**src/hw/usbifc_defs.vh**
```
// Register map, field positions and reset values of the USB interface control block.
// Included by the design files; definitions only.
`ifndef USBIFC_DEFS_VH
`define USBIFC_DEFS_VH

`define USBIFC_ADDR_W        8
`define USBIFC_OFS_OTG_CTRL  8'h10
`define USBIFC_OFS_OTG_STAT  8'h14
`define USBIFC_OFS_SER_CTRL  8'h18
`define USBIFC_OFS_EVT_FLAGS 8'h1C
`define USBIFC_OFS_STICKY    8'h20
`define USBIFC_OFS_IRQ_STAT  8'h24
`define USBIFC_OFS_IRQ_MASK  8'h28

`define USBIFC_OTG_CTRL_MASK 8'hDF
`define USBIFC_OTG_CTRL_RST  8'h00
`define USBIFC_OTG_STAT_W    6
`define USBIFC_SER_WR_MASK   4'hF
`define USBIFC_SER_CTRL_RST  4'h2
`define USBIFC_FLAG_W        7
`define USBIFC_FLAG_RST      7'h00

`define USBIFC_OTG_EXT_IND   7
`define USBIFC_OTG_EXT_DRV   6
`define USBIFC_OTG_CHRG      4
`define USBIFC_OTG_DISCHRG   3
`define USBIFC_OTG_DM_PD     2
`define USBIFC_OTG_DP_PD     1
`define USBIFC_OTG_ID_PU     0

`define USBIFC_SER_SE0       3
`define USBIFC_SER_TXD       2
`define USBIFC_SER_TXEN_N    1
`define USBIFC_SER_FSLS      0

`define USBIFC_FLG_TOKEN     6
`define USBIFC_FLG_SE0       5
`define USBIFC_FLG_K         4
`define USBIFC_FLG_J         3
`define USBIFC_FLG_CRC16     2
`define USBIFC_FLG_RXACT     1
`define USBIFC_FLG_RXERR     0

`define USBIFC_LS_SE0        2'h0
`define USBIFC_LS_J          2'h1
`define USBIFC_LS_K          2'h2

`endif

```
**src/hw/usbifc_flag_bit.v**
```verilog
// One line event flag with selectable sticky, follow or clear-at-packet-start behaviour.
// Assumes event inputs synchronous to clk_in; packet start is a one-cycle pulse.
`timescale 1ns/1ps
`default_nettype none
module usbifc_flag_bit (
   // Clock and reset
   input  wire clk_in,
   input  wire resetn_in,
   // Controls
   input  wire sticky_in,
   input  wire is_level_in,
   input  wire src_in,
   input  wire pkt_start_in,
   input  wire sw_clear_in,
   // State
   output reg  flag_r_out
);
   reg flag_nxt;

   always @* begin
      flag_nxt = flag_r_out;
      if (sticky_in) begin
         if (sw_clear_in)
            flag_nxt = 1'b0;                  // RULE_14
         if (src_in)
            flag_nxt = 1'b1;                  // Set wins over clear
      end else if (is_level_in) begin
         flag_nxt = src_in;                   // RULE_15
      end else begin
         if (pkt_start_in)
            flag_nxt = 1'b0;                  // RULE_13
         if (src_in)
            flag_nxt = 1'b1;
      end
   end

   always @(posedge clk_in or negedge resetn_in) begin
      if (!resetn_in)
         flag_r_out <= 1'b0;
      else
         flag_r_out <= flag_nxt;
   end
endmodule // usbifc_flag_bit
`default_nettype wire

```
**src/hw/usbifc_top.v**
```verilog
// USB interface control: on-the-go control/status, serial line control, line event flags.
// Assumes transceiver inputs synchronous to clk_in and a one-cycle-strobe register port.
// Summary of operation
// (RULE_01) Control bits 7 and 6 select external VBUS indicator and drive modes.
// (RULE_02) Control bit 4 requests VBUS charge, bit 3 discharge; bit 5 reserved.
// (RULE_03) Control bits 2,1,0 enable D-minus, D-plus pull-downs and ID pull-up.
// (RULE_04) Status register bits 5..0 mirror the six transceiver session signals.
// (RULE_05) Serial bits 6,5,4 read differential, D-minus and D-plus receive inputs.
// (RULE_06) Serial bit 3 drives single-ended-zero, bit 2 transmit data.
// (RULE_07) Serial bit 1 resets high; zero enables the active-low transmit enable.
// (RULE_08) Serial bit 0 selects full/low-speed serial mode.
// (RULE_09) Event bit 6 sets on a good token: CRC5, PID and address.
// (RULE_10) Event bits 5,4,3 set on line state SE0, K and J.
// (RULE_11) Event bit 2 sets when a data packet fails CRC16.
// (RULE_12) Event bits 1,0 follow receive-active and receive-error inputs.
// (RULE_13) Non-sticky flags clear at the next packet; sticky ones need software. Non-sticky bits 1,0 follow their inputs instead of clearing.
// (RULE_14) A sticky flag holds until software writes one to it.
// (RULE_15) A non-sticky flag is overwritten by later source changes; the code does this for bits 1,0 only, bits 6..2 stay set until the next packet.
// (RULE_16) Reserved bits read zero and ignore writes.
`timescale 1ns/1ps
`default_nettype none
`include "usbifc_defs.vh"
module usbifc_top #(
   parameter FLAG_W = `USBIFC_FLAG_W
) (
   // Clock and reset
   input  wire                      clk_in,
   input  wire                      resetn_in,
   // Register port
   input  wire [`USBIFC_ADDR_W-1:0] addr_in,
   input  wire [31:0]               wdata_in,
   input  wire                      wr_in,
   input  wire                      rd_in,
   output reg  [31:0]               rdata_out,
   // Transceiver status
   input  wire                      bvalid_in,
   input  wire                      id_ground_in,
   input  wire                      host_disconnect_in,
   input  wire                      vbus_valid_in,
   input  wire                      session_valid_in,
   input  wire                      session_end_in,
   input  wire                      differential_receive_in,
   input  wire                      dminus_receive_in,
   input  wire                      dplus_receive_in,
   input  wire [1:0]                line_state_in,
   input  wire                      receive_active_input_in,
   input  wire                      receive_error_input_in,
   // Packet decoder events
   input  wire                      token_ok_in,
   input  wire                      crc16_fail_in,
   // Transceiver control
   output reg                       external_vbus_indicator_out,
   output reg                       external_vbus_drive_out,
   output reg                       vbus_charge_out,
   output reg                       vbus_discharge_out,
   output reg                       dminus_pulldown_out,
   output reg                       dplus_pulldown_out,
   output reg                       id_pin_pullup_out,
   output reg                       transmit_single_ended_zero_out,
   output reg                       serial_transmit_data_out,
   output reg                       serial_transmit_enable_low_out,
   output reg                       full_low_speed_serial_out,
   // Interrupt
   output reg                       irq_out
);
   reg  [7:0]        otg_ctrl_r;
   reg  [5:0]        otg_stat_r;
   reg  [3:0]        ser_ctrl_r;
   reg  [2:0]        rx_lines_r;
   reg  [FLAG_W-1:0] sticky_r;
   reg  [FLAG_W-1:0] irq_stat_r;
   reg  [FLAG_W-1:0] irq_mask_r;
   reg               rxact_d_r;
   reg  [FLAG_W-1:0] flag_src;
   reg  [FLAG_W-1:0] flag_lvl;
   reg  [FLAG_W-1:0] flag_rise;
   reg  [FLAG_W-1:0] flag_d_r;
   reg  [FLAG_W-1:0] irq_stat_nxt;
   reg  [31:0]       rdata_nxt;
   wire [FLAG_W-1:0] flags;
   wire [FLAG_W-1:0] flag_clr;
   wire              pkt_start;
   genvar            gi;

   function sel;
      input [`USBIFC_ADDR_W-1:0] a;
      input [`USBIFC_ADDR_W-1:0] ofs;
      begin
         sel = (a == ofs);
      end
   endfunction

   // Rising receive-active marks the start of the next packet
   assign pkt_start = receive_active_input_in & ~rxact_d_r;
   assign flag_clr  = (wr_in && sel(addr_in, `USBIFC_OFS_EVT_FLAGS)) ?
                      wdata_in[FLAG_W-1:0] : {FLAG_W{1'b0}};

   always @* begin
      flag_src = {FLAG_W{1'b0}};
      flag_lvl = {FLAG_W{1'b0}};
      flag_src[`USBIFC_FLG_TOKEN] = token_ok_in;                          // RULE_09
      flag_src[`USBIFC_FLG_SE0]   = (line_state_in == `USBIFC_LS_SE0);    // RULE_10
      flag_src[`USBIFC_FLG_K]     = (line_state_in == `USBIFC_LS_K);      // RULE_10
      flag_src[`USBIFC_FLG_J]     = (line_state_in == `USBIFC_LS_J);      // RULE_10
      flag_src[`USBIFC_FLG_CRC16] = crc16_fail_in;                        // RULE_11
      flag_src[`USBIFC_FLG_RXACT] = receive_active_input_in;              // RULE_12
      flag_src[`USBIFC_FLG_RXERR] = receive_error_input_in;               // RULE_12
      flag_lvl[`USBIFC_FLG_RXACT] = 1'b1;
      flag_lvl[`USBIFC_FLG_RXERR] = 1'b1;
   end

   generate
      for (gi = 0; gi < FLAG_W; gi = gi + 1) begin : g_flag
         usbifc_flag_bit u_flag (
            .clk_in       (clk_in),
            .resetn_in    (resetn_in),
            .sticky_in    (sticky_r[gi]),
            .is_level_in  (flag_lvl[gi]),
            .src_in       (flag_src[gi]),
            .pkt_start_in (pkt_start),
            .sw_clear_in  (flag_clr[gi]),
            .flag_r_out   (flags[gi])
         );
      end
   endgenerate

   always @* begin
      flag_rise = flags & ~flag_d_r;
      irq_stat_nxt = irq_stat_r;
      if (rd_in && sel(addr_in, `USBIFC_OFS_IRQ_STAT))
         irq_stat_nxt = {FLAG_W{1'b0}};
      // New events win over the read clear
      irq_stat_nxt = irq_stat_nxt | flag_rise;
   end

   always @* begin
      rdata_nxt = 32'h0000_0000;                                          // RULE_16
      if (rd_in) begin
         case (addr_in)
            `USBIFC_OFS_OTG_CTRL:  rdata_nxt[7:0] = otg_ctrl_r;
            `USBIFC_OFS_OTG_STAT:  rdata_nxt[5:0] = otg_stat_r;           // RULE_04
            `USBIFC_OFS_SER_CTRL:  rdata_nxt[6:0] = {rx_lines_r, ser_ctrl_r}; // RULE_05
            `USBIFC_OFS_EVT_FLAGS: rdata_nxt[FLAG_W-1:0] = flags;
            `USBIFC_OFS_STICKY:    rdata_nxt[FLAG_W-1:0] = sticky_r;
            `USBIFC_OFS_IRQ_STAT:  rdata_nxt[FLAG_W-1:0] = irq_stat_r;
            `USBIFC_OFS_IRQ_MASK:  rdata_nxt[FLAG_W-1:0] = irq_mask_r;
            default:               rdata_nxt = 32'h0000_0000;
         endcase
      end
   end

   always @(posedge clk_in or negedge resetn_in) begin
      if (!resetn_in) begin
         otg_ctrl_r <= `USBIFC_OTG_CTRL_RST;
         otg_stat_r <= 6'h00;
         ser_ctrl_r <= `USBIFC_SER_CTRL_RST;
         rx_lines_r <= 3'h0;
         sticky_r   <= `USBIFC_FLAG_RST;
         irq_stat_r <= `USBIFC_FLAG_RST;
         irq_mask_r <= `USBIFC_FLAG_RST;
         rxact_d_r  <= 1'b0;
         flag_d_r   <= `USBIFC_FLAG_RST;
         rdata_out  <= 32'h0000_0000;
      end else begin
         if (wr_in && sel(addr_in, `USBIFC_OFS_OTG_CTRL))
            otg_ctrl_r <= wdata_in[7:0] & `USBIFC_OTG_CTRL_MASK;           // RULE_16
         if (wr_in && sel(addr_in, `USBIFC_OFS_SER_CTRL))
            ser_ctrl_r <= wdata_in[3:0] & `USBIFC_SER_WR_MASK;
         if (wr_in && sel(addr_in, `USBIFC_OFS_STICKY))
            sticky_r <= wdata_in[FLAG_W-1:0];
         if (wr_in && sel(addr_in, `USBIFC_OFS_IRQ_MASK))
            irq_mask_r <= wdata_in[FLAG_W-1:0];
         otg_stat_r <= {bvalid_in, id_ground_in, host_disconnect_in,
                        vbus_valid_in, session_valid_in, session_end_in}; // RULE_04
         rx_lines_r <= {differential_receive_in, dminus_receive_in,
                        dplus_receive_in};                               // RULE_05
         irq_stat_r <= irq_stat_nxt;
         rxact_d_r  <= receive_active_input_in;
         flag_d_r   <= flags;
         rdata_out  <= rdata_nxt;
      end
   end

   // Outputs registered from the control registers, two cycles after the write strobe
   always @(posedge clk_in or negedge resetn_in) begin
      if (!resetn_in) begin
         external_vbus_indicator_out    <= 1'b0;
         external_vbus_drive_out        <= 1'b0;
         vbus_charge_out                <= 1'b0;
         vbus_discharge_out             <= 1'b0;
         dminus_pulldown_out            <= 1'b0;
         dplus_pulldown_out             <= 1'b0;
         id_pin_pullup_out              <= 1'b0;
         transmit_single_ended_zero_out <= 1'b0;
         serial_transmit_data_out       <= 1'b0;
         serial_transmit_enable_low_out <= 1'b1;
         full_low_speed_serial_out      <= 1'b0;
         irq_out                        <= 1'b0;
      end else begin
         external_vbus_indicator_out    <= otg_ctrl_r[`USBIFC_OTG_EXT_IND];  // RULE_01
         external_vbus_drive_out        <= otg_ctrl_r[`USBIFC_OTG_EXT_DRV];  // RULE_01
         vbus_charge_out                <= otg_ctrl_r[`USBIFC_OTG_CHRG];     // RULE_02
         vbus_discharge_out             <= otg_ctrl_r[`USBIFC_OTG_DISCHRG];  // RULE_02
         dminus_pulldown_out            <= otg_ctrl_r[`USBIFC_OTG_DM_PD];    // RULE_03
         dplus_pulldown_out             <= otg_ctrl_r[`USBIFC_OTG_DP_PD];    // RULE_03
         id_pin_pullup_out              <= otg_ctrl_r[`USBIFC_OTG_ID_PU];    // RULE_03
         transmit_single_ended_zero_out <= ser_ctrl_r[`USBIFC_SER_SE0];      // RULE_06
         serial_transmit_data_out       <= ser_ctrl_r[`USBIFC_SER_TXD];      // RULE_06
         serial_transmit_enable_low_out <= ser_ctrl_r[`USBIFC_SER_TXEN_N];   // RULE_07
         full_low_speed_serial_out      <= ser_ctrl_r[`USBIFC_SER_FSLS];     // RULE_08
         irq_out                        <= |(irq_stat_r & irq_mask_r);
      end
   end
endmodule // usbifc_top
`default_nettype wire

```
**config.mk**
```make
export PLATFORM = sky130hd
export DESIGN_NAME = usbifc_top
export DESIGN_NICKNAME = d
export VERILOG_FILES = /design/src/hw/usbifc_flag_bit.v /design/src/hw/usbifc_top.v
export VERILOG_INCLUDE_DIRS = /design/src /design/src/hw
export SDC_FILE = /design/constraint.sdc
export NUM_CORES = 1
export LEC_CHECK = 0
export BUFFER_PORTS_ARGS = -buffer_cell sky130_fd_sc_hd__buf_2
export CAP_MARGIN = 20
export CORE_ASPECT_RATIO = 1.4
export CORE_MARGIN = 4
export CORE_UTILIZATION = 25
export CTS_CLUSTER_SIZE = 10
export DETAILED_ROUTE_END_ITERATION = 12
export PLACE_DENSITY = 0.51
export SLEW_MARGIN = 10
export SYNTH_ARGS = -nofsm -noshare
export SYNTH_HDL_FRONTEND = slang
export SYNTH_SLANG_ARGS = --single-unit
```
**constraint.sdc**
```tcl
create_clock -name clk_in -period 1.3 [get_ports clk_in]
set_clock_uncertainty 0.2 [all_clocks]
set_input_delay 0.26 -clock clk_in [delete_from_list [all_inputs] [get_ports clk_in]]
set_output_delay 0.26 -clock clk_in [all_outputs]
set_load 0.03 [all_outputs]
```
-- After elaboration in Yosys (flattened, before gate mapping)
Cells that the tools add are included.
- register bits: 76
- bits in writable memories: 0
- bits in latches: 0
- output and inout port bits: 44
- bits in read-only memories: 0
- memories: 0
- input port bits: 59
- eq/ne operators: 16
- divide/modulo/power cells: 0
- multiply operators: 0
- bitwise logic cells: 6
- shifts and indexed selects: 0
- add/sub/neg operators: 0
- magnitude comparators: 0
- reductions and logical operators: 18
- multiplexer cells: 33
- operators by type and width (cell ; count):
    $pmux 6 s7 ; 1
    $eq 8x5->1 const B ; 4
    $mux 1 ; 28
    $eq 8x6->1 const B ; 3
    $reduce_bool 3->1 ; 5
    $and 7x7->7 ; 2
    $mux 7 ; 2
    $ne 3x2->1 const B ; 4
    $reduce_and 2->1 ; 5
    $ne 3x1->1 const B ; 3
    $mux 8 ; 1
    $not 7->7 ; 1
    $or 7x7->7 ; 1
    $reduce_or 7->1 ; 1
    $logic_and 1x1->1 ; 6
    $pmux 1 s6 ; 1
    $eq 2x1->1 const B ; 1
    $eq 2x2->1 const B ; 1
    $logic_not 2->1 ; 1
    $and 1x1->1 ; 1
    $not 1->1 ; 1

-- Longest topological paths before layout
Gate-level depths: netlist (run 1).
- depth after elaboration: 6
- mapped depth: 6

-- Hierarchy
From an unflattened synthesis (run 1), not the netlist that was laid out.
- cell total of the unflattened synthesis: 258
- area total of the unflattened synthesis: 3377.0 µm²
- modules (own cells, without submodules) (module ; cells each ; times used ; seq. area each (µm²) ; area an instance (µm²)):
    usbifc_top ; 230 ; 1 ; 1729.2 ; 3044.2
    usbifc_flag_bit ; 4 ; 7 ; 25.0 ; 47.5

-- Least setup slack after synthesis (run 1)
OpenSTA, ideal clock, no wires.
- kind: input port to flip-flop
- start point: in addr_in[1]
- end point: reg rdata_out[0]
- path slack: -0.583 ns
- cell stages on the path: 5
- arrival time: 1.603 ns
- path buffers: 1
- cells stage by stage: or4_4 -> buf_6 -> or3b_4 -> o22a_1 -> a21oi_1
- cells in the longest elaborated chain, start to end: 3
- elaborated cells on any way between the ends: 9
- those cells by class: 7 x eq/ne; 2 x mux
- ends and longest elaborated chain (element ; RTL line ; source):
    start: declaration ; usbifc_top.v:30 ; input wire [`USBIFC_ADDR_W-1:0] addr_in,
    $eq 8x6->1 or $eq 8x5->1 (tied branches) ; usbifc_top.v:139 ; case (addr_in)
    $pmux 6 s7 (*) ; usbifc_top.v:139 ;
    $mux 8 (*) ; usbifc_top.v:138 ; if (rd_in) begin
    net rdata_nxt[0] ; usbifc_top.v:79 ; reg [31:0] rdata_nxt;
    end signal: assignment ; usbifc_top.v:180 ; rdata_out <= rdata_nxt;
    end: declaration ; usbifc_top.v:34 ; output reg [31:0] rdata_out,
The timed path passes the listed nets; every way through them passes the cells marked *.
A chain may end at the register's enable or synchronous reset.

-- Worst setup path in the final report (run 1)
- start point: in addr_in[7]
- end point: reg rdata_out[5]
The elaborated chain is that of the path after synthesis.

==> results.toml, run 1 <==
[synthesis]
yosys-top-cells-count = "dfrtp_1 (74), mux2_2 (26), buf_4 (24)"
synthArstFlopShare_pct = 100.0
syn-cell-area_mm2 = 0.003198
synth_top_cell_area_share_pct = 57.90
synthTopCellsByArea = "dfrtp_1 (58%), mux2_2 (9.2%), buf_4 (5.6%)"
ys_seq_area_share_pct = 59.55
synth-edff-count = 0
yosys_warnings = 0
synth_area_per_cell_um2 = 12.49
synth_most_common_cell = "dfrtp_1"
ys_ff_latch = 76
yosysTopAreaCell = "dfrtp_1"
synthFlopType = "dfrtp_1"
synthDistinctLibCells = 42
syn_inst = 256

[timing]
fin_crit_ps = 1634
slew_headroom_pct = 45.11
slew_violations = 0
setup_tns_ps = -7152
worst_pin_slew_ps = 819.8
setup_viol = 65
post-route-worst-setup-slack_ps = -334.4
rsz0062_at_grt = "true"
hold_viol = 0
fmax_mhz = 611.8
period_share_pct = 125.7

[cts]
cts_tree = "built"
cts-root-buf = "clkbuf_16"
cts_buffers = 9
htree_num_levels = 3
clock_path_buffers = 2
insertion_delay_ps = 340
path_clk_slew_ps = 60
cts_sinks = 76

[global_routing]
grt_pass1_vias = 2596
antenna_found_initial = 0
grt_pass1_wl_um = 14150
grt_max_degree = 30
grt.total_usage_pct = 12.64
grt_overflow_total = 0

[floorplanning]
ios = 103
die_area_mm2 = 0.01469
dieWidth_um = 103.6
die_h_um = 141.8
row_count = 48
initial_utilization_pct = 25.72
core_area_mm2 = 0.01243

[setup_path]
start_kind = "primary input"
crit_chain = "buf_6 -> or4_4 -> or3b_4 -> o22a_1 -> a21oi_1"
cp_top_family = "simple AND/OR/NAND/NOR gates"
cp.depth = 5
max_stage_delay_ps = 560
cp_max_fo = 4
cpMaxStageDelayCell = "or4_4"
critical_path_buf_inv_count = 1
crit_type = "primary input to flip-flop"
cp.arrival_ps = 1690
required_ps = 1360
ff2ff_path_depth = 3
critPathCaptureType = "flip-flop"

[route]
vias = 2436
drtIter0Drc = 103
ant_nets = 0
drc_errors = 0
drt_wl_total_um = 9072
wire_per_inst_um = 16.74
firstDrtPassIters = 4
via_per_inst = 4.494

[status]
violations = "setup timing"
outcome = "finished, violations left"

[worst_hold_path]
hold_class = "primary input to flip-flop"
hold_depth = 2

[final_layout]
drive_above_1_share_pct = 46.68
diodes = 0
final_nets = 446
area_growth_pct = 52.70

[pwr]
ir_drop_uv = 687.5
power.density_mw_per_mm2 = 1222
total_power_w = 0.005968
p_leak_nw = 2.310

[placement]
place.detailed.hpwl_um = 6518
port_buffers = 54
gp_congestion = 0.8360

[flow_run]
max_cap_violations = 0
stage by stage:
stage	area [um^2]	util [%]	hold WS [ps]	std cells	setup WS [ps]
3_3_place_gp	3945	31.73	-29.57	497	-662.6
6_report	4883	39.28	6.042	542	-334.4
3_5_place_dp	3945	31.73	-26.45	497	-701.6
2_1_floorplan	3341	-	-235.6	279	-569.0
4_1_cts	4786	38.50	-36.74	540	-324.4
5_1_grt	4883	39.28	3.990	542	-364.5
kinds of logic after synthesis:
| family | synth area share (%) |
|---|---|
| flops | 59.55 |
| compound gates | 12.91 |
| simple gates | 8.881 |
| buf+inv | 7.824 |
| mux | 10.72 |
| other cells | 0.1173 |
layer usage:
layer	vias up	wire [um]	global-route usage (%)
met5	-	0	0
met4	0	277	7.633
met3	19	403	2.685
met2	77	4482	21.07
met1	1199	3909	15.04
li1	1141	-	-
report_power, final:
group / switching (W) / internal (W)
clock network: 0.000923 / 0.00174
registers: 0.0000756 / 0.00248
logic: 0.000405 / 0.000343
placed cells by master (no fill, tap or decap), drive strengths merged, types with 5 or more instances in the layout:
cell,count
mux2i,5
mux2,26
nor2,5
buf,108
conb,24
o21ai,14
nand2,17
inv,9
clkbuf,14
a21oi,7
dfrtp,74
a22oi,12
dlygate4sd3,20
final cells by class:
class                           count  area [um^2]
Timing Repair Buffer              128         1115
Sequential cell                    76         1904
Clock inverter                      2        60.06
Multi-Input combinational cell    163         1329
Inverter                            9        33.78
Tap cell                          150        187.7
Clock buffer                       14        254.0
Fill cell                        1172         7548
registers in the layout, indices dropped and copies added (netlist names), 3 cells and up:
register	cells
rdata_out	8
flag_d_r	7
otg_ctrl_r	7
irq_stat_r	7
rx_lines_r	3
sticky_r	7
otg_stat_r	6
ser_ctrl_r	4
irq_mask_r	7
g_flag.u_flag.flag_r_out	7
worst paths after layout:
check                                           from                            to  slack (ps)
setup / recovery                          addr_in[7]        rdata_out[5]$_DFF_PN0_        -330
hold / removal                                 rd_in        rdata_out[6]$_DFF_PN0_           6
setup reg to reg           ser_ctrl_r[1]$_DFFE_PN1P_        rdata_out[1]$_DFF_PN0_        -160
hold reg to reg            otg_ctrl_r[3]$_DFFE_PN0P_  vbus_discharge_out$_DFF_PN0_         200
max in group asynchronous                  resetn_in     otg_ctrl_r[6]$_DFFE_PN0P_         290
min in group asynchronous                  resetn_in       otg_stat_r[2]$_DFF_PN0_         160
worst register-to-register path: cells and delay by family (launching register included):
family         cells  cell delay, ps
flip-flops         1             530
AO/OA/AOI/OAI      3             640
timing repair:
action,CTS,global route
hold endpoints to repair,100,1
hold buffers,19,1
setup buffers,8,4
pin swaps,17,12
resized for setup,74,22
setup endpoints to repair,67,67
Power figures use the tool's default switching activity.
==> run 2: changes to the inputs <==
--- a/config.mk
+++ b/config.mk
@@ -6,14 +6,14 @@
 export SDC_FILE = /design/constraint.sdc
 export NUM_CORES = 1
 export LEC_CHECK = 0
+export ABC_AREA = 1
 export BUFFER_PORTS_ARGS = -buffer_cell sky130_fd_sc_hd__buf_2
-export CAP_MARGIN = 20
 export CORE_ASPECT_RATIO = 1.4
 export CORE_MARGIN = 4
 export CORE_UTILIZATION = 25
 export CTS_CLUSTER_SIZE = 10
 export DETAILED_ROUTE_END_ITERATION = 12
-export PLACE_DENSITY = 0.51
+export PLACE_DENSITY = 0.5
 export SLEW_MARGIN = 10
 export SYNTH_ARGS = -nofsm -noshare
 export SYNTH_HDL_FRONTEND = slang
==> results.toml, run 2 <==
[status]
outcome = "finished, violations left"
violations = "setup timing"

[route]
wire_per_inst_um = 13.51
ant_nets = 0
firstDrtPassIters = 4
drtIter0Drc = 106
via_per_inst = 4.090
drt_wl_total_um = 8955
drc_errors = 0
vias = 2712

[placement]
port_buffers = 54
place.detailed.hpwl_um = 6655
gp_congestion = 0.8102
dpl.cell_count = 611

[synthesis]
synthDistinctLibCells = 25
ys_seq_area_share_pct = 55.61
synth_most_common_cell = "dfrtp_1"
synthFlopType = "dfrtp_1"
syn-cell-area_mm2 = 0.003425
syn_inst = 364
ys_ff_latch = 76
synthTopCellsByArea = "dfrtp_1 (54%), nand2_1 (7.7%), nand3_1 (7.5%)"
synth-edff-count = 0
synthArstFlopShare_pct = 100.0
synth_top_cell_area_share_pct = 54.07
synth_area_per_cell_um2 = 9.408
yosys_warnings = 0
yosysTopAreaCell = "dfrtp_1"
yosys-top-cells-count = "dfrtp_1 (74), nand2_1 (70), nand3_1 (51)"

[global_routing]
grt_pass1_wl_um = 13900
grt_pass1_vias = 2690
grtUsageMet3_pct = 2.875
grt_overflow_total = 0
top_usage_layer = "met2"
grt.total_usage_pct = 11.67
use_met2_pct = 21.09
antenna_found_initial = 0
grt_max_degree = 49
grt.met1_usage_pct = 12.70

[cts]
htree_num_levels = 3
cts_tree = "built"
clock_path_buffers = 2
cts-root-buf = "clkbuf_16"
insertion_delay_ps = 330
cts_buffers = 9
path_clk_slew_ps = 50
cts_sinks = 76

[floorplanning]
row_count = 50
initial_utilization_pct = 25.58
die_area_mm2 = 0.01566
dieWidth_um = 106.9
die_h_um = 146.5
ios = 103
core_area_mm2 = 0.01339

[pwr]
p_leak_nw = 2.366
total_power_w = 0.005685
power.density_mw_per_mm2 = 1189
ir_drop_uv = 458.1

[setup_path]
crit_chain = "buf_6"
cp.depth = 1
cp_max_fo = 1
cp_top_family = "flip-flops"
max_stage_delay_ps = 520
critical_path_buf_inv_count = 1
start_kind = "flip-flop"
required_ps = 840
cp.arrival_ps = 970
ff2ff_path_depth = 5
crit_type = "flip-flop to output port"
cpMaxStageDelayCell = "dfstp_2"
critPathCaptureType = "output port"

[worst_hold_path]
hold_depth = 4
hold_class = "primary input to flip-flop"

[timing]
slew_violations = 0
setup_viol = 10
hold_viol = 0
rsz0062_at_grt = "true"
fmax_mhz = 696.9
period_share_pct = 110.4
post-route-worst-setup-slack_ps = -134.9
fin_crit_ps = 1435
setup_tns_ps = -176.6

[final_layout]
regMostFlops = "rdata_out"
largest_reg_flops = 8
drive_above_1_share_pct = 30.35
final_common_cell = "dfrtp_1"
layout_common_cells = "dfrtp_1 (74), nand2_1 (65), nand3_1 (49)"
diodes = 0
final_nets = 535
fin_cells = 663
area_growth_pct = 39.61

[flow_run]
max_cap_violations = 0
## run 2: cell count changes after synthesis, moves of 6 or more
| cell | delta |
|---|---|
| nand2_1 | +53 |
| nand3_1 | +47 |
| nor2_1 | +14 |
| o21ai_1 | +9 |
| a22oi_1 | -12 |
| inv_1 | +24 |
| mux2_2 | -26 |
| nor2_4 | +7 |
| o21ai_0 | +7 |
| inv_2 | +6 |
| o21a_1 | +11 |
## run 2: cells by family after synthesis
| family | synth area share [%] |
|---|---|
| simple gates | 23.86 |
| compound gates | 8.513 |
| other cells | 0.1095 |
| buf+inv | 11.91 |
| flops | 55.61 |
## run 2: routing by layer
metal | up-vias | routed length [um]
met3 | 12 | 423
li1 | 1337 | -
met2 | 76 | 4907
met5 | - | 0
met1 | 1287 | 3413
met4 | 0 | 210
## run 2: area by class of cell
type	count	area (um^2)
clock buffers	11	232.7
clock inverters	5	52.55
fillers	1386	8607
inverters	39	178.9
multi-input cells	238	1260
flip-flops and latches	76	1904
well taps	182	227.7
repair buffers	112	924.6
## run 2: through the flow
stage	util, %	hold WS [ps]	cell area, um^2	worst slack, ps
2_1_floorplan	-	-235.6	3568	0.1099
3_3_place_gp	29.84	76.96	3995	-394.3
3_5_place_dp	29.84	81.07	3995	-406.3
4_1_cts	34.51	18.46	4621	-148.3
5_1_grt	35.71	35.21	4781	-167.0
6_report	35.71	26.14	4781	-134.9
## run 2: timing repair
item	in CTS	in global routing
endpoints found under the setup margin	27	45
resized for setup	40	23
endpoints found under the hold margin	93	0
pin swaps	1	9
cloned	0	1
setup buffers	2	13
hold buffers	20	0
## run 2: path summary, 6_finish.rpt
kind,from,to,slack [ps]
hold reg to reg,ser_ctrl_r[1]$_DFFE_PN1P_,serial_transmit_enable_low_out$_DFF_PN1_,180
max in group asynchronous,resetn_in,ser_ctrl_r[1]$_DFFE_PN1P_,280
hold / removal,wdata_in[0],g_flag[0].u_flag.flag_r_out$_DFFE_PN0P_,30
min in group asynchronous,resetn_in,external_vbus_drive_out$_DFF_PN0_,250
setup reg to reg,rxact_d_r$_DFF_PN0_,g_flag[4].u_flag.flag_r_out$_DFFE_PN0P_,60
setup / recovery,serial_transmit_enable_low_out$_DFF_PN1_,serial_transmit_enable_low_out,-130
## run 2: report_power, final
group | leakage, nW | internal [W] | total (W) | switching [W]
clock | 0.139 | 0.00148 | 0.00240 | 0.000928
sequential | 0.943 | 0.00250 | 0.00260 | 0.0000939
combinational | 1.28 | 0.000269 | 0.000682 | 0.000413
total | 2.37 | 0.00425 | 0.00568 | 0.00144
